## src/rtl/hsfc_pkg.sv

```systemverilog
// constants and types of the product string and feature configuration block
// Function
// - index 2 requests with nonzero length are answered from product string bytes
// - product length bytes are returned from the byte array, capped at 64
// - every feature configuration bit resets to zero
// - feature bits 7 to 5 are read-only and read as zero
// - bit 4 clear tri-states the four indicators, set drives them
// - register delay field acts only when the one-time delay field is zero
// - on charging mode change, drop power enable, wait delay, then reassert
// - re-enable delay is delay field plus one times 200 ms
// - bit 0 set turns spread spectrum off, clear keeps it on
// - indicator enable and delay fields accept EEPROM and SMBus overwrites
// - product length resets to zero; at most 64 bytes are meaningful
package hsfc_pkg;
    // register offsets on the configuration port
    localparam logic [7:0] PROD_LEN_OFS = 8'h24;
    localparam logic [7:0] PROD_TEXT_FIRST = 8'h90;
    localparam logic [7:0] PROD_TEXT_LAST = 8'hcf;
    localparam logic [7:0] FEATURE_OFS = 8'hf0;
    // string descriptor index served from the product bytes
    localparam logic [7:0] PROD_STRING_INDEX = 8'h02;
    // size of the product byte array and the longest meaningful string
    localparam int PROD_TEXT_BYTES = 64;
    localparam logic [6:0] PROD_LEN_MAX = 7'h40;
    // feature configuration field positions
    localparam int FEAT_IND_EN_BIT = 4;
    localparam int FEAT_DELAY_HI = 3;
    localparam int FEAT_DELAY_LO = 1;
    localparam int FEAT_SPREAD_OFF_BIT = 0;
    localparam logic [7:0] FEATURE_WRITE_MASK = 8'h1f;
    // values after reset
    localparam logic [7:0] FEATURE_RESET = 8'h00;
    localparam logic [6:0] PROD_LEN_RESET = 7'h00;
    localparam logic [7:0] PROD_TEXT_RESET = 8'h00;
    // timing: one delay step and the clock rate
    localparam int STEP_TIME_MS = 200;
    localparam longint CLK_HZ = 64'd50_000_000;
    localparam int STEP_CYCLES = int'((CLK_HZ * STEP_TIME_MS) / 1000);
    // descriptor streamer states
    typedef enum logic [0:0] {
        HSFC_IDLE = 1'b0,
        HSFC_SEND = 1'b1
    } hsfc_stream_t;
endpackage

```

## src/rtl/hsfc_tmr_if.sv

```systemverilog
// handshake between the configuration block and its power re-enable timer
`timescale 1ns/1ns
interface hsfc_tmr_if;
    logic start;
    logic [2:0] steps;
    logic running;
    logic done;
    modport ctl (
        output start,
        output steps,
        input running,
        input done
    );
    modport tmr (
        input start,
        input steps,
        output running,
        output done
    );
endinterface

```

## src/rtl/hsfc_top.sv

```systemverilog
// product string array, feature configuration and their effects on the hub
`timescale 1ns/1ns
module hsfc_top #(
    parameter int STEP_CYCLES = hsfc_pkg::STEP_CYCLES,
    parameter int NPORTS = 4
) (
    // clock and reset
    input wire logic mclk,
    input wire logic rst,
    // configuration port, driven by the EEPROM loader or the SMBus slave
    input wire logic cfg_wr,
    input wire logic cfg_rd,
    input wire logic [7:0] cfg_addr,
    input wire logic [7:0] cfg_wdata,
    output logic [7:0] cfg_rdata,
    output logic cfg_rvalid,
    // one-time-programmable delay field
    input wire logic [2:0] otp_power_reenable_delay,
    // string descriptor request from the hub controller
    input wire logic desc_req,
    input wire logic [7:0] desc_index,
    output logic desc_none,
    output logic desc_valid,
    output logic [7:0] desc_data,
    output logic desc_last,
    input wire logic desc_ready,
    // indicator levels from the hub core
    input wire logic high_speed_link_in,
    input wire logic high_speed_suspend_in,
    input wire logic super_speed_link_in,
    input wire logic super_speed_suspend_in,
    // indicator pins
    output logic high_speed_link_indicator,
    output logic high_speed_link_indicator_oe,
    output logic high_speed_suspend_indicator,
    output logic high_speed_suspend_indicator_oe,
    output logic super_speed_link_indicator,
    output logic super_speed_link_indicator_oe,
    output logic super_speed_suspend_indicator,
    output logic super_speed_suspend_indicator_oe,
    // port power control
    input wire logic bc_mode_change,
    input wire logic [NPORTS-1:0] port_power_request,
    output logic [NPORTS-1:0] port_power_switch_enable,
    output logic power_reenable_wait,
    // phy control
    output logic superspeed_spread_spectrum_off
);
    initial begin
        if (NPORTS < 1) begin
            $error("at least one downstream port is needed");
        end
        if (STEP_CYCLES < 1) begin
            $error("step length must be at least one cycle");
        end
    end

    // register state
    logic [7:0] product_text_byte_r [hsfc_pkg::PROD_TEXT_BYTES];
    logic [6:0] product_text_length_r;
    logic indicator_output_enable_r;
    logic [2:0] power_reenable_delay_r;
    logic superspeed_spread_spectrum_off_r;

    // address decode
    logic hit_len;
    logic hit_text;
    logic hit_feat;
    logic [5:0] text_idx;

    assign hit_len = (cfg_addr == hsfc_pkg::PROD_LEN_OFS);
    assign hit_text = (cfg_addr >= hsfc_pkg::PROD_TEXT_FIRST) &&
                      (cfg_addr <= hsfc_pkg::PROD_TEXT_LAST);
    assign hit_feat = (cfg_addr == hsfc_pkg::FEATURE_OFS);
    assign text_idx = 6'(cfg_addr - hsfc_pkg::PROD_TEXT_FIRST);

    // product string bytes; contents are stored as given, UTF-16LE is up to the source
    genvar gi;
    generate
        for (gi = 0; gi < hsfc_pkg::PROD_TEXT_BYTES; gi++) begin : g_text
            always_ff @(posedge mclk) begin
                if (rst) begin
                    product_text_byte_r[gi] <= hsfc_pkg::PROD_TEXT_RESET;
                end else if (cfg_wr && hit_text && (text_idx == 6'(gi))) begin
                    product_text_byte_r[gi] <= cfg_wdata;
                end
            end
        end
    endgenerate

    // product length, zero means no string offered
    always_ff @(posedge mclk) begin
        if (rst) begin
            product_text_length_r <= hsfc_pkg::PROD_LEN_RESET;
        end else if (cfg_wr && hit_len) begin
            product_text_length_r <= cfg_wdata[6:0];
        end
    end

    // feature configuration; EEPROM load and SMBus writes share this port
    always_ff @(posedge mclk) begin
        if (rst) begin
            indicator_output_enable_r <= hsfc_pkg::FEATURE_RESET[hsfc_pkg::FEAT_IND_EN_BIT];
            power_reenable_delay_r <=
                hsfc_pkg::FEATURE_RESET[hsfc_pkg::FEAT_DELAY_HI:hsfc_pkg::FEAT_DELAY_LO];
            superspeed_spread_spectrum_off_r <=
                hsfc_pkg::FEATURE_RESET[hsfc_pkg::FEAT_SPREAD_OFF_BIT];
        end else if (cfg_wr && hit_feat) begin
            indicator_output_enable_r <= cfg_wdata[hsfc_pkg::FEAT_IND_EN_BIT];
            power_reenable_delay_r <=
                cfg_wdata[hsfc_pkg::FEAT_DELAY_HI:hsfc_pkg::FEAT_DELAY_LO];
            superspeed_spread_spectrum_off_r <= cfg_wdata[hsfc_pkg::FEAT_SPREAD_OFF_BIT];
        end
    end

    // read path; answer one cycle after the strobe, unmapped offsets read zero
    logic [7:0] feature_view;
    logic [7:0] rdata_nxt;

    always_comb begin
        feature_view = 8'h00;
        feature_view[hsfc_pkg::FEAT_IND_EN_BIT] = indicator_output_enable_r;
        feature_view[hsfc_pkg::FEAT_DELAY_HI:hsfc_pkg::FEAT_DELAY_LO] = power_reenable_delay_r;
        feature_view[hsfc_pkg::FEAT_SPREAD_OFF_BIT] = superspeed_spread_spectrum_off_r;
        feature_view = feature_view & hsfc_pkg::FEATURE_WRITE_MASK;
        rdata_nxt = 8'h00;
        if (hit_feat) begin
            rdata_nxt = feature_view;
        end else if (hit_len) begin
            rdata_nxt = {1'b0, product_text_length_r};
        end else if (hit_text) begin
            rdata_nxt = product_text_byte_r[text_idx];
        end
    end

    logic [7:0] cfg_rdata_r;
    logic cfg_rvalid_r;

    always_ff @(posedge mclk) begin
        if (rst) begin
            cfg_rdata_r <= 8'h00;
            cfg_rvalid_r <= 1'b0;
        end else begin
            cfg_rvalid_r <= cfg_rd;
            if (cfg_rd) begin
                cfg_rdata_r <= rdata_nxt;
            end
        end
    end

    assign cfg_rdata = cfg_rdata_r;
    assign cfg_rvalid = cfg_rvalid_r;

    // descriptor streamer
    hsfc_pkg::hsfc_stream_t state_r;
    logic [6:0] send_count_r;
    logic [5:0] send_idx_r;
    logic desc_valid_r;
    logic [7:0] desc_data_r;
    logic desc_last_r;
    logic desc_none_r;
    logic [6:0] len_clamped;
    logic serve_req;

    // lengths above the array size would only repeat stale bytes, so cap them
    assign len_clamped = (product_text_length_r > hsfc_pkg::PROD_LEN_MAX) ?
                         hsfc_pkg::PROD_LEN_MAX : product_text_length_r;
    assign serve_req = (desc_index == hsfc_pkg::PROD_STRING_INDEX) &&
                       (product_text_length_r != 7'h00);

    // requests arriving while a string is still going out are ignored
    always_ff @(posedge mclk) begin
        if (rst) begin
            state_r <= hsfc_pkg::HSFC_IDLE;
            send_count_r <= 7'h00;
            send_idx_r <= 6'h00;
            desc_valid_r <= 1'b0;
            desc_data_r <= 8'h00;
            desc_last_r <= 1'b0;
            desc_none_r <= 1'b0;
        end else begin
            desc_none_r <= 1'b0;
            case (state_r)
                hsfc_pkg::HSFC_IDLE: begin
                    if (desc_req && serve_req) begin
                        state_r <= hsfc_pkg::HSFC_SEND;
                        send_count_r <= len_clamped;
                        send_idx_r <= 6'h01;
                        desc_valid_r <= 1'b1;
                        desc_data_r <= product_text_byte_r[0];
                        desc_last_r <= (len_clamped == 7'h01);
                    end else if (desc_req) begin
                        desc_none_r <= 1'b1;
                    end
                end
                hsfc_pkg::HSFC_SEND: begin
                    if (desc_ready) begin
                        if (desc_last_r) begin
                            state_r <= hsfc_pkg::HSFC_IDLE;
                            desc_valid_r <= 1'b0;
                            desc_last_r <= 1'b0;
                        end else begin
                            desc_data_r <= product_text_byte_r[send_idx_r];
                            send_idx_r <= send_idx_r + 6'h01;
                            desc_last_r <= ({1'b0, send_idx_r} == send_count_r - 7'h01);
                        end
                    end
                end
                default: begin
                    state_r <= hsfc_pkg::HSFC_IDLE;
                    desc_valid_r <= 1'b0;
                    desc_last_r <= 1'b0;
                end
            endcase
        end
    end

    assign desc_valid = desc_valid_r;
    assign desc_data = desc_data_r;
    assign desc_last = desc_last_r;
    assign desc_none = desc_none_r;

    // indicator pins: levels follow the core, enables follow the feature bit
    logic [3:0] ind_val_r;
    logic ind_oe_r;

    always_ff @(posedge mclk) begin
        if (rst) begin
            ind_val_r <= 4'h0;
            ind_oe_r <= 1'b0;
        end else begin
            ind_val_r <= {super_speed_suspend_in, super_speed_link_in,
                          high_speed_suspend_in, high_speed_link_in};
            ind_oe_r <= indicator_output_enable_r;
        end
    end

    assign high_speed_link_indicator = ind_val_r[0];
    assign high_speed_suspend_indicator = ind_val_r[1];
    assign super_speed_link_indicator = ind_val_r[2];
    assign super_speed_suspend_indicator = ind_val_r[3];
    assign high_speed_link_indicator_oe = ind_oe_r;
    assign high_speed_suspend_indicator_oe = ind_oe_r;
    assign super_speed_link_indicator_oe = ind_oe_r;
    assign super_speed_suspend_indicator_oe = ind_oe_r;

    // power re-enable sequencing
    hsfc_tmr_if tmr_bus ();

    logic [2:0] delay_effective;

    assign delay_effective = (otp_power_reenable_delay == 3'h0) ?
                             power_reenable_delay_r : otp_power_reenable_delay;
    assign tmr_bus.start = bc_mode_change;
    assign tmr_bus.steps = delay_effective;

    hsfc_power_timer #(
        .STEP_CYCLES(STEP_CYCLES)
    ) u_timer (
        .mclk(mclk),
        .rst(rst),
        .tmr(tmr_bus)
    );

    logic hold_r;
    logic [NPORTS-1:0] pwr_en_r;
    logic hold_nxt;

    // a mode change in the cycle the wait ends starts a fresh wait
    assign hold_nxt = bc_mode_change || (hold_r && !tmr_bus.done);

    always_ff @(posedge mclk) begin
        if (rst) begin
            hold_r <= 1'b0;
        end else begin
            hold_r <= hold_nxt;
        end
    end

    always_ff @(posedge mclk) begin
        if (rst) begin
            pwr_en_r <= '0;
        end else begin
            pwr_en_r <= hold_nxt ? '0 : port_power_request;
        end
    end

    assign port_power_switch_enable = pwr_en_r;
    assign power_reenable_wait = hold_r;

    // phy spread spectrum control
    logic spread_off_r;

    always_ff @(posedge mclk) begin
        if (rst) begin
            spread_off_r <= 1'b0;
        end else begin
            spread_off_r <= superspeed_spread_spectrum_off_r;
        end
    end

    assign superspeed_spread_spectrum_off = spread_off_r;
endmodule

```

## src/rtl/hsfc_power_timer.sv

```systemverilog
// timer counting the power re-enable interval in whole delay steps
`timescale 1ns/1ns
module hsfc_power_timer #(
    parameter int STEP_CYCLES = hsfc_pkg::STEP_CYCLES
) (
    // clock and reset
    input wire logic mclk,
    input wire logic rst,
    // control from the configuration block
    hsfc_tmr_if.tmr tmr
);
    localparam int TW = (STEP_CYCLES > 1) ? $clog2(STEP_CYCLES) : 1;
    localparam logic [TW-1:0] TICK_END = TW'(STEP_CYCLES - 1);

    initial begin
        if (STEP_CYCLES < 1) begin
            $error("step length must be at least one cycle");
        end
    end

    logic [TW-1:0] tick_r;
    logic [3:0] steps_left_r;
    logic running_r;
    logic done_r;

    assign tmr.running = running_r;
    assign tmr.done = done_r;

    // a new start restarts the whole interval, so back to back changes stretch it
    always_ff @(posedge mclk) begin
        if (rst) begin
            tick_r <= '0;
            steps_left_r <= 4'h0;
            running_r <= 1'b0;
            done_r <= 1'b0;
        end else begin
            done_r <= 1'b0;
            if (tmr.start) begin
                tick_r <= '0;
                steps_left_r <= {1'b0, tmr.steps} + 4'h1;
                running_r <= 1'b1;
            end else if (running_r) begin
                if (tick_r == TICK_END) begin
                    tick_r <= '0;
                    steps_left_r <= steps_left_r - 4'h1;
                    if (steps_left_r == 4'h1) begin
                        running_r <= 1'b0;
                        done_r <= 1'b1;
                    end
                end else begin
                    tick_r <= tick_r + TW'(1);
                end
            end
        end
    end
endmodule

```

## config.mk

```make
export PLATFORM = sky130hd
export DESIGN_NAME = hsfc_top
export DESIGN_NICKNAME = d
export VERILOG_FILES = /design/src/rtl/hsfc_pkg.sv /design/src/rtl/hsfc_tmr_if.sv /design/src/rtl/hsfc_top.sv /design/src/rtl/hsfc_power_timer.sv
export SDC_FILE = /design/constraint.sdc
export NUM_CORES = 1
export LEC_CHECK = 0
export BUFFER_PORTS_ARGS = -buffer_cell sky130_fd_sc_hd__clkbuf_2
export CAP_MARGIN = 15
export CORE_MARGIN = 1.5
export CORE_UTILIZATION = 38
export CTS_BUF_LIST = sky130_fd_sc_hd__clkbuf_16
export DETAILED_ROUTE_END_ITERATION = 10
export HOLD_SLACK_MARGIN = 0.1
export SLEW_MARGIN = 15
export SYNTH_ARGS = -nofsm -noshare
export SYNTH_HDL_FRONTEND = slang
export SYNTH_SLANG_ARGS = --single-unit
```

## constraint.sdc

```tcl
create_clock -name mclk -period 2.3 [get_ports mclk]
set_clock_uncertainty 0.15 [all_clocks]
set_input_delay 0 -clock mclk [delete_from_list [all_inputs] [get_ports mclk]]
set_output_delay 0 -clock mclk [all_outputs]
set_load 0.03 [all_outputs]
```

==> summary.md, run 1 <==
| Metric | Value |
|---|---|
| DRC | `0` |
| Share of cells above drive strength 1 | `34.1%` |
| Failing checks | `negative setup slack` |
| Mean Syn Cell Area | `13.7 um2` |
| Critical path data required time | `2650 ps` |
| Synthesized area | `0.0321 mm2` |
| Cell Count, Final, Fillers Out | `3924` |
| Distinct cells, synth | `64` |
| Clock slew at reported path FFs | `70 ps` |
| Post-synth net total | `2394` |
| Share of the synthesized area in the top cell type | `47.9%` |
| Synth warnings | `0` |
| Largest net degree at the start of global routing | `65` |
| Slew Limit Headroom | `43.9%` |
| Async S/R FF share, synth | `0%` |
| H-tree depth | `2` |
| Number of synthesized flops with an enable pin | `512` |
| First-pass DRT Iterations | `6` |
| PD cells | `634 mW/mm2` |
| Hold slack | `144 ps` |
| Final hold violations | `0` |
| RSZ-0062 raised after global routing | `yes` |
| CORE AREA | `0.0837 mm2` |
| DR iter-0 viols | `2522` |
| Crit path cell chain | `buf_12 > buf_12 > buf_16 > buf_12 > mux4_2 > mux4_2 > a22oi_2 > a211oi_1` |
| First-pass GRT wire length | `156 mm` |
| Initial antenna violation count | `5` |
| Post-synth top cells | `and2_1 (518), edfxtp_1 (512), mux4_2 (255), nor2_1 (109), clkbuf_1 (104)` |
| Post-synthesis cell count | `2340` |
| Peak VDD IR | `0.000677 V` |
| Max clock buf depth | `3` |
| Most frequent CP cell | `buf_12` |
| GRT overflow | `0` |
| Startpoint types | `register` |
| Pleak | `13.9 nW` |
| Total CTS buffers | `61` |
| Area contributors post-synth | `edfxtp_1 (48%), mux4_2 (18%), and2_1 (10%), dfxtp_1 (5.8%), mux2i_1 (3.1%)` |
| Vias/cell | `5.82` |
| Max-cap viol count | `0` |
| Top Ports | `76` |
| Initial core utilization | `38.4%` |
| Vias in the first global route | `22900` |
| ANT nets after route | `0` |
| Routability Congestion | `0.976` |
| Max Clk Rate | `391 MHz` |
| Register area share after synthesis | `53.7%` |
| Post-route worst setup slack | `-258 ps` |
| Top FF cell, synth | `edfxtp_1` |
| Routed WL | `109 mm` |
| Worst EP arrival | `2910 ps` |
| Placed Cells | `3719` |
| Port Buffer Count | `75` |
| Crit Path Category | `register to register` |
| Crit path largest cell delay | `520 ps` |
| Final Max Tran Viols | `0` |
| DIE HEIGHT | `294 um` |
| Min cycle time layout | `2560 ps` |
| Rows | `106` |
| Clock sink total | `605` |
| Hold Crit Class | `primary input to register` |
| CTS Root Cell | `clkbuf_16` |
| CP Max Fanout | `7` |
| Area Growth Syn to Fin | `24.0%` |
| Yosys top cell by area | `edfxtp_1` |
| Worst skew pair latency | `650 ps` |
| # nets final | `2793` |
| CP Capture Type | `register` |
| Drt wl/cell | `27.7 um` |
| Slowest cell on crit path | `mux4_2` |
| Flops & latches, synth | `605` |
| Final period utilization | `111%` |
| TritonCTS clock tree | `done` |
| Worst-Margin Slew | `841 ps` |
| Status | `complete, but fails checks` |
| Most frequent cell after synthesis | `and2_1` |
| Tot GR Track Use | `24.9%` |
| Die W | `294 um` |
| HPWL after DPL | `77.7 mm` |
| Routed vias | `22800` |
| Die area | `0.0862 mm2` |
| Final setup viols | `13` |
[registers in the layout, summed over array words and instances, names as in the netlist, 6 cells and up, named ones only]
name                   cells
cfg_rdata                  8
desc_data                  8
product_text_byte_r      512
product_text_length_r      7
send_count_r               7
send_idx_r                 6
u_timer.tick_r            24
[layout by cell type, fill, tap and decap left out, types with 43 or more instances in the layout]
master and n:
mux4_2 256, mux2i_1 90, o21ai_0 73, dfxtp_1 87, nor2_1 88, clkbuf_2 73
dlygate4sd3_1 59, clkbuf_16 65, buf_4 325, nor2_2 59, buf_12 43, edfxtp_1 512
nand2_1 74, and2_1 518
[power breakdown]
group          internal [mW]  switching (mW)  total, mW
sequential              12.4           0.407       12.8
clock                   5.41            4.36       9.78
combinational           1.21            1.45       2.65
[final timing paths]
kind | depth (start not counted) | startpoint | end | slack (ps)
worst min-delay path | 3 | bc_mode_change | u_timer.tick_r[6] | 140
worst max-delay path | 8 | register | desc_data[2] | -260
worst max register to register | 8 | register | desc_data[2] | -260
worst min register to register | 2 | send_count_r[1] | send_count_r[1] | 320
[worst max-delay path, delay by kind of cell (launching register included)]
kind / cells / cell delay [ps]
AOI/OAI and AO/OA: 2 / 300
buffers and inverters: 4 / 560
DFF: 1 / 370
muxes: 2 / 1040
[stage by stage]
step                      setup slack, ps  util, %  instance area, um2  total power [mW]  TNS (ps)
after floorplan                      -176        -               32100              14.1    -51030
after global placement               -618     43.2               36200              15.3    -66360
after detailed placement             -678     43.2               36200              15.4    -77290
after CTS                            -233     46.9               39300              25.2     -2530
after global routing                 -273     47.5               39800              25.8     -2900
final                                -258     47.5               39800              25.2     -2160
[per-layer routing]
layer  part of all wire (%)  GRT usage [%]  wire length, um
met5                  0.012              0               13
met4                    5.0           11.0             5400
met3                    9.0           4.43             9800
met2                     47           40.0            50600
met1                     39           33.2            42800
[logic make-up (layout without fill, tap and decap cells)]
logic type / after synthesis / in the layout / synth area share, %
simple gates: 906 / 906 / 16.2
flops: 605 / 605 / 53.7
mux: 361 / 361 / 21.4
compound gates: 222 / 222 / 4.28
buf+inv: 195 / 643 / 2.87
xor+xnor: 39 / 39 / 1.06
fa+ha+maj: 12 / 12 / 0.468
other cells: 0 / 2 / 0
[final cells by class]
class | instances | area (um2)
antenna | 2 | 5.00
clock buffer | 62 | 1550
fill | 7193 | 43900
tap | 1134 | 1420
multi-input combinational | 1540 | 14600
sequential | 605 | 17300
inverter | 12 | 45.0
timing repair buffer | 519 | 4560
clock inverter | 50 | 363
[timing repair]
item | in CTS | in global routing
buffers inserted | 11 | 20
pin swaps | 21 | 31
cloned | 2 | 3
endpoints found under the hold margin | 219 | 0
setup endpoints to repair | 16 | 408
hold buffers | 60 | 0
resized for setup | 96 | 62
Power figures use the tool's default switching activity.
==> run 2, diff against run 1 <==
--- a/config.mk
+++ b/config.mk
@@ -12,6 +12,7 @@
 export CTS_BUF_LIST = sky130_fd_sc_hd__clkbuf_16
 export DETAILED_ROUTE_END_ITERATION = 10
 export HOLD_SLACK_MARGIN = 0.1
+export SKIP_CTS_REPAIR_TIMING = 1
 export SLEW_MARGIN = 15
 export SYNTH_ARGS = -nofsm -noshare
 export SYNTH_HDL_FRONTEND = slang
==> summary.md, run 2 (synthesis results as in run 1) <==
| Metric | Value |
|---|---|
| Sw Ratio | `24.6% (about the same)` |
| Initial antenna violation count | `5 (unchanged)` |
| DIE HEIGHT | `294 um (unchanged)` |
| Min cycle time layout | `2590 ps (+28.8 ps)` |
| # nets final | `2781 (-0.43%)` |
| Drt wl/cell | `27.8 um (+0.55%)` |
| Failing checks | `negative hold slack, negative setup slack` |
| Met2 Use GR | `39.3% (-0.71 points)` |
| Max clock buf depth | `3 (unchanged)` |
| Global routing's busiest layer | `met2` |
| Biggest regs | `product_text_byte_r x512, u_timer.tick_r x24` |
| Worst-Margin Slew | `912 ps (+70.7 ps)` |
| Total CTS buffers | `61 (unchanged)` |
| Hold Crit Class | `primary input to register` |
| ANT nets after route | `0 (unchanged)` |
| CTS Root Cell | `clkbuf_16` |
| Max reg flops | `512 (unchanged)` |
| Routed vias | `23000 (+0.70%)` |
| Die W | `294 um (unchanged)` |
| Tot GR Track Use | `24.5% (-0.47 points)` |
| Startpoint types | `register` |
| CORE AREA | `0.0837 mm2 (unchanged)` |
| Most common cell after layout, fill and taps aside | `and2_1` |
| Largest net degree at the start of global routing | `65 (unchanged)` |
| Clock network power share | `38.8% (about the same)` |
| Slew Limit Headroom | `38.8% (-5.1 points)` |
| TritonCTS clock tree | `done` |
| DR iter-0 viols | `2551 (+1.1%)` |
| Max Clk Rate | `387 MHz (-1.1%)` |
| Routed WL | `109 mm (+0.22%)` |
| Slowest cell on crit path | `mux4_2` |
| RSZ-0062 raised after global routing | `yes` |
| Final setup viols | `13 (unchanged)` |
| Dpl ws | `-678 ps (unchanged)` |
| Setup_tns | `-2490 ps (-325 ps)` |
| First-pass DRT Iterations | `5 (-1)` |
| Pleak | `13.8 nW (-0.51%)` |
| Clock slew at reported path FFs | `60 ps (about the same)` |
| Placed Cells | `3719 (unchanged)` |
| DRC | `0 (unchanged)` |
| Largest reg by FF count | `product_text_byte_r` |
| Most frequent cells in the layout | `and2_1 (518), edfxtp_1 (512), buf_4 (330)` |
| Comb power frac | `10.4% (about the same)` |
| CP Capture Type | `register` |
| Worst R2R Setup Slack | `-290 ps (-30 ps)` |
| PD cells | `637 mW/mm2 (+0.47%)` |
| Crit path cell chain | `buf_12 > buf_12 > mux4_2 > mux4_2 > a211oi_2 > buf_4 > a211oi_1` |
| Worst EP arrival | `2940 ps (+30 ps)` |
| Internal | `19.0 mW (about the same)` |
| GRT overflow | `0 (unchanged)` |
| GR Util met1 | `32.8% (-0.35 points)` |
| Max-cap viol count | `0 (unchanged)` |
| Share of cells above drive strength 1 | `33.5% (-0.61 points)` |
| CP Max Fanout | `10 (+3)` |
| Area after DPL | `0.0362 mm2 (unchanged)` |
| Critical path data required time | `2650 ps (about the same)` |
| Final hold violations | `1 (+1)` |
| Sequential share of power | `50.8% (about the same)` |
| Clock sink total | `605 (unchanged)` |
| Status | `complete, but fails checks` |
| Initial core utilization | `38.4% (unchanged)` |
| Hold slack | `-11.5 ps (-156 ps)` |
| Final Max Tran Viols | `0 (unchanged)` |
| Port Buffer Count | `75 (unchanged)` |
| Vias/cell | `5.88 (+1.0%)` |
| Grt met3 use | `4.21% (-0.23 points)` |
| Final period utilization | `112% (+1.3 points)` |
| Die area | `0.0862 mm2 (unchanged)` |
| H-tree depth | `2 (unchanged)` |
| Crit Path Category | `register to register` |
| Vias in the first global route | `22300 (-2.3%)` |
| Switching pwr | `6.21 mW (-0.17%)` |
| Bufs and invs on worst path | `3 (-1)` |
| Tot Pwr | `25.2 mW (-0.10%)` |
| Worst skew pair latency | `660 ps (about the same)` |
| Cell Count, Final, Fillers Out | `3911 (-0.33%)` |
| Rows | `106 (unchanged)` |
| Routability Congestion | `0.976 (unchanged)` |
| CP top delay family | `multiplexers` |
| Post-route worst setup slack | `-287 ps (-28.8 ps)` |
| HPWL after DPL | `77.7 mm (unchanged)` |
| Final instance area | `0.0396 mm2 (-0.57%)` |
| Top Ports | `76 (unchanged)` |
| Crit path largest cell delay | `540 ps (+20 ps)` |
| Peak VDD IR | `0.000707 V (+4.4%)` |
| First-pass GRT wire length | `153 mm (-2.1%)` |
| Area Growth Syn to Fin | `23.3%` |
## run 2: changes by cell type in the layout (fill, tap and decap cells not counted), sizes merged
cell         delta
buf             -6
dlygate4sd3     -9
clkbuf          +3
diode           -1
## run 2: path summary, 6_finish.rpt
check,start,end,cells past startpoint
worst max-delay path,register,desc_data[2],7
worst max register to register,register,desc_data[2],7
worst min register to register,send_count_r[1],send_count_r[1],2
worst min-delay path,desc_index[0],desc_valid,7
## run 2: power by group through the flow
stage	Clock, mW	Sequential (mW)	Combinational (mW)
after detailed placement	0	13.0	2.37
after global routing	10.3	12.8	2.73
after global placement	0	13.0	2.34
after floorplan	0	12.8	1.28
final	9.78	12.8	2.63
after CTS	9.88	12.8	2.38
## run 2: cell type report
cell class,instances,area (um2)
Sequential cell,605,17200
Antenna cell,1,2.50
Tap cell,1134,1420
Clock inverter,50,363
Fill cell,7233,44100
Multi-Input combinational cell,1540,14500
Clock buffer,62,1550
Inverter,12,45.0
Timing Repair Buffer,507,4430
## run 2: worst register-to-register path, delay by kind of cell, from the launching register on
| kind | cells | cell delay, ps |
|---|---|---|
| buffers and inverters | 3 | 530 |
| flip-flops | 1 | 360 |
| AO/OA/AOI/OAI | 2 | 350 |
| multiplexers | 2 | 1060 |
## run 2: layer usage
metal  part of all wire, %  vias to the layer above
met2                    47                     1275
met3                   9.1                      261
li1                      -                     9666
met5                 0.024                        -
met4                   4.6                        4
met1                    39                    11800
## run 2: stage by stage
| stage | util (%) | hold WS [ps] |
|---|---|---|
| after floorplan | - | -30.4 |
| after global placement | 43.2 | 53.5 |
| after detailed placement | 43.2 | 60.6 |
| after CTS | 45.5 | -614 |
| after global routing | 47.3 | 34.9 |
| final | 47.3 | -11.5 |
==> run 3, diff against run 2 <==
--- a/config.mk
+++ b/config.mk
@@ -5,10 +5,11 @@
 export SDC_FILE = /design/constraint.sdc
 export NUM_CORES = 1
 export LEC_CHECK = 0
+export ABC_AREA = 1
 export BUFFER_PORTS_ARGS = -buffer_cell sky130_fd_sc_hd__clkbuf_2
 export CAP_MARGIN = 15
 export CORE_MARGIN = 1.5
-export CORE_UTILIZATION = 38
+export CORE_UTILIZATION = 44
 export CTS_BUF_LIST = sky130_fd_sc_hd__clkbuf_16
 export DETAILED_ROUTE_END_ITERATION = 10
 export HOLD_SLACK_MARGIN = 0.1
==> summary.md, run 3 <==
| Metric | Value |
|---|---|
| Most frequent cell after synthesis | `nand2_1` |
| Worst-Margin Slew | `799 ps (-113 ps)` |
| Setup_tns | `-159 ps (+2330 ps)` |
| HPWL after DPL | `85.7 mm (+10%)` |
| CORE AREA | `0.0746 mm2 (-11%)` |
| Most common cell after layout, fill and taps aside | `nand2_1` |
| Post-synthesis cell count | `4387 (+87%)` |
| Largest net degree at the start of global routing | `89 (+37%)` |
| First-pass DRT Iterations | `8 (+3)` |
| CP Max Fanout | `45 (+35)` |
| TritonCTS clock tree | `done` |
| XOR/XNOR Fraction of Synth Area | `0.421% (-0.64 points)` |
| Top Ports | `76 (unchanged)` |
| Simple-gate portion of the synthesized area | `38.5% (+22 points)` |
| Rows | `100 (-5.7%)` |
| Synth warnings | `0 (unchanged)` |
| Mux cell area share after synthesis | `0% (-21 points)` |
| Min cycle time layout | `2370 ps (-212 ps)` |
| Synthesized area | `0.0333 mm2 (+3.6%)` |
| Vias in the first global route | `29400 (+32%)` |
| Clock network power share | `41.6% (+2.8 points)` |
| Sw Ratio | `26.0% (+1.4 points)` |
| Max reg flops | `512 (unchanged)` |
| Main combinational cell family by area after synthesis | `simple AND/OR/NAND/NOR gates` |
| Total CTS buffers | `69 (+13%)` |
| Worst setup endpoint | `desc_data[1]` |
| Comb power frac | `11.0% (+0.6 points)` |
| Register-to-Register Path Depth | `12 (+5)` |
| Pleak | `17.3 nW (+25%)` |
| Routed vias | `32000 (+39%)` |
| Register area share after synthesis | `51.8% (-1.9 points)` |
| Distinct cells, synth | `42 (-34%)` |
| Flops & latches, synth | `605 (unchanged)` |
| Hold Crit Class | `primary input to register` |
| Post-route worst setup slack | `-74.3 ps (+212 ps)` |
| Slowest cell on crit path | `dfxtp_4` |
| Number of synthesized flops with an enable pin | `512 (unchanged)` |
| ANT nets after route | `0 (unchanged)` |
| RSZ-0062 raised after global routing | `yes` |
| Hold slack | `24.3 ps (+35.8 ps)` |
| Final period utilization | `103% (-9.2 points)` |
| Peak VDD IR | `0.000556 V (-21%)` |
| Switching pwr | `6.97 mW (+12%)` |
| PD cells | `660 mW/mm2 (+3.7%)` |
| Final setup viols | `5 (-8)` |
| Most frequent CP cell | `nand2_1` |
| Final Max Tran Viols | `0 (unchanged)` |
| Min-delay src | `cfg_addr[5]` |
| Dpl ws | `-203 ps (+475 ps)` |
| Final hold violations | `0 (-1)` |
| Internal | `19.8 mW (+4.5%)` |
| Crit Path Category | `register to register` |
| Sequential share of power | `47.4% (-3.4 points)` |
| Most frequent cells in the layout | `nand2_1 (1789), nor2_1 (695), edfxtp_1 (512)` |
| Diodes inserted | `0 (-1)` |
| Failing checks | `negative setup slack` |
| Clock sink total | `605 (unchanged)` |
| # nets final | `4664 (+68%)` |
| Critical path data required time | `2650 ps (about the same)` |
| Max-cap viol count | `0 (unchanged)` |
| Initial antenna violation count | `2 (-3)` |
| Clock slew at reported path FFs | `60 ps (about the same)` |
| First-pass GRT wire length | `185 mm (+21%)` |
| Crit path cell chain | `inv_8 > buf_12 > nand2_1 > nand3_1 > nand3_1 > nand2_1 > nand2_1 > nand2_1 > o211ai_1 > nand3_1 > nand2_1 > a21oi_1` |
| Top FF cell, synth | `edfxtp_1` |
| Worst skew pair latency | `630 ps (-30 ps)` |
| Status | `complete, but fails checks` |
| Die W | `278 um (-5.3%)` |
| Mean Syn Cell Area | `7.58 um2 (-45%)` |
| GRT overflow | `0 (unchanged)` |
| Post-synth net total | `4441 (+86%)` |
| Startpoint types | `register` |
| Largest reg by FF count | `product_text_byte_r` |
| Post-synth top cells | `nand2_1 (1790), nor2_1 (698), edfxtp_1 (512), nand3_1 (502), clkbuf_1 (229)` |
| Max Clk Rate | `421 MHz (+8.9%)` |
| Biggest regs | `product_text_byte_r x512, u_timer.tick_r x24` |
| Adder-cell area share of the yosys netlist | `0.452% (-0.016 points)` |
| Share of cells above drive strength 1 | `12.9% (-21 points)` |
| Tot GR Track Use | `32.1% (+7.6 points)` |
| H-tree depth | `3 (+1)` |
| Complex-gate fraction of the synthesized area | `3.87% (-0.41 points)` |
| Worst R2R Setup Slack | `-70 ps (+210 ps)` |
| Area Growth Syn to Fin | `22.1%` |
| Area contributors post-synth | `edfxtp_1 (46%), nand2_1 (20%), nor2_1 (7.9%), nand3_1 (7.6%), dfxtp_1 (5.6%)` |
| DR iter-0 viols | `4155 (+63%)` |
| Drt wl/cell | `22.6 um (-19%)` |
| Initial core utilization | `44.6% (+6.2 points)` |
| Port Buffer Count | `75 (unchanged)` |
| DIE HEIGHT | `278 um (-5.3%)` |
| Yosys top cell by area | `edfxtp_1` |
| Routability Congestion | `1.00 (+2.5%)` |
| Die area | `0.0772 mm2 (-10%)` |
| Slew Limit Headroom | `46.7% (+7.9 points)` |
| Worst EP arrival | `2730 ps (-210 ps)` |
| CP Capture Type | `register` |
| DRC | `0 (unchanged)` |
| Max clock buf depth | `3 (unchanged)` |
| Async S/R FF share, synth | `0% (unchanged)` |
| Tot Pwr | `26.8 mW (+6.5%)` |
| Vias/cell | `5.67 (-3.5%)` |
| Routed WL | `127 mm (+17%)` |
| Share of the synthesized area in the top cell type | `46.2% (-1.7 points)` |
| CTS Root Cell | `clkbuf_16` |
| Reg-to-Reg End | `desc_data[1]` |
| Crit path largest cell delay | `470 ps (-70 ps)` |
[run 3: cell types whose count changed after synthesis, sizes merged, moves of 28 or more]
cell / previous run / this run
nor2: 149 / 706
buf: 78 / 50
nand2: 74 / 1792
clkbuf: 105 / 229
a21oi: 34 / 97
nand3: 42 / 546
inv: 11 / 142
and2: 518 / 1
mux2i: 99 / 0
mux4: 258 / 0
[run 3: cell families (layout without fill, tap and decap cells)]
family	count (synthesis)	in the layout
xor+xnor	16	16
fa+ha+maj	12	12
compound gates	229	229
flops	605	605
buf+inv	425	705
simple gates	3100	3100
[run 3: worst min-delay path by stage]
stage / endpoint / slack [ps] / cells after the start
finish: cfg_rdata[6] / 20 / 7
global route: cfg_rdata[6] / 100 / 7
CTS: ind_val_r[3] / -600 / 3
detailed placement: ind_val_r[2] / 50 / 3
global placement: ind_val_r[1] / 40 / 3
floorplan: ind_val_r[0] / -40 / 2
[run 3: cell type report]
cell class / count / area (um2)
Inverter: 146 / 582
Tap cell: 969 / 1210
Clock inverter: 56 / 455
Sequential cell: 605 / 17200
Fill cell: 7019 / 34000
Multi-Input combinational cell: 3357 / 14700
Clock buffer: 72 / 1800
Timing Repair Buffer: 431 / 4630
[run 3: power groups by stage]
| stage | registers, mW | clock network (mW) | logic, mW |
|---|---|---|---|
| after floorplan | 12.8 | 0 | 1.48 |
| after global placement | 12.9 | 0 | 2.78 |
| after detailed placement | 12.9 | 0 | 2.80 |
| after CTS | 12.7 | 11.2 | 2.81 |
| after global routing | 12.8 | 11.6 | 3.15 |
| final | 12.7 | 11.2 | 2.95 |
[run 3: metrics by stage]
| step | instance area (um2) | utilization, % | instances |
|---|---|---|---|
| final | 40600 | 54.4 | 5636 |
| after global routing | 40600 | 54.4 | 5636 |
| after CTS | 39800 | 53.4 | 5568 |
| after detailed placement | 37600 | 50.4 | 5440 |
| after global placement | 37600 | 50.4 | 5440 |
| after floorplan | 33500 | - | 4387 |
[run 3: layer usage]
metal  routed length, um  global-route usage (%)
met4                6540                    14.9
met1               50000                    43.0
met2               57000                    50.4
met5                  26                       0
met3               13600                    5.91
[run 3: critical path, delay by kind of cell (launching register included)]
| family | cells | cell delay, ps |
|---|---|---|
| compound gates | 2 | 290 |
| buf+inv | 2 | 320 |
| simple gates | 8 | 950 |
| flops | 1 | 470 |
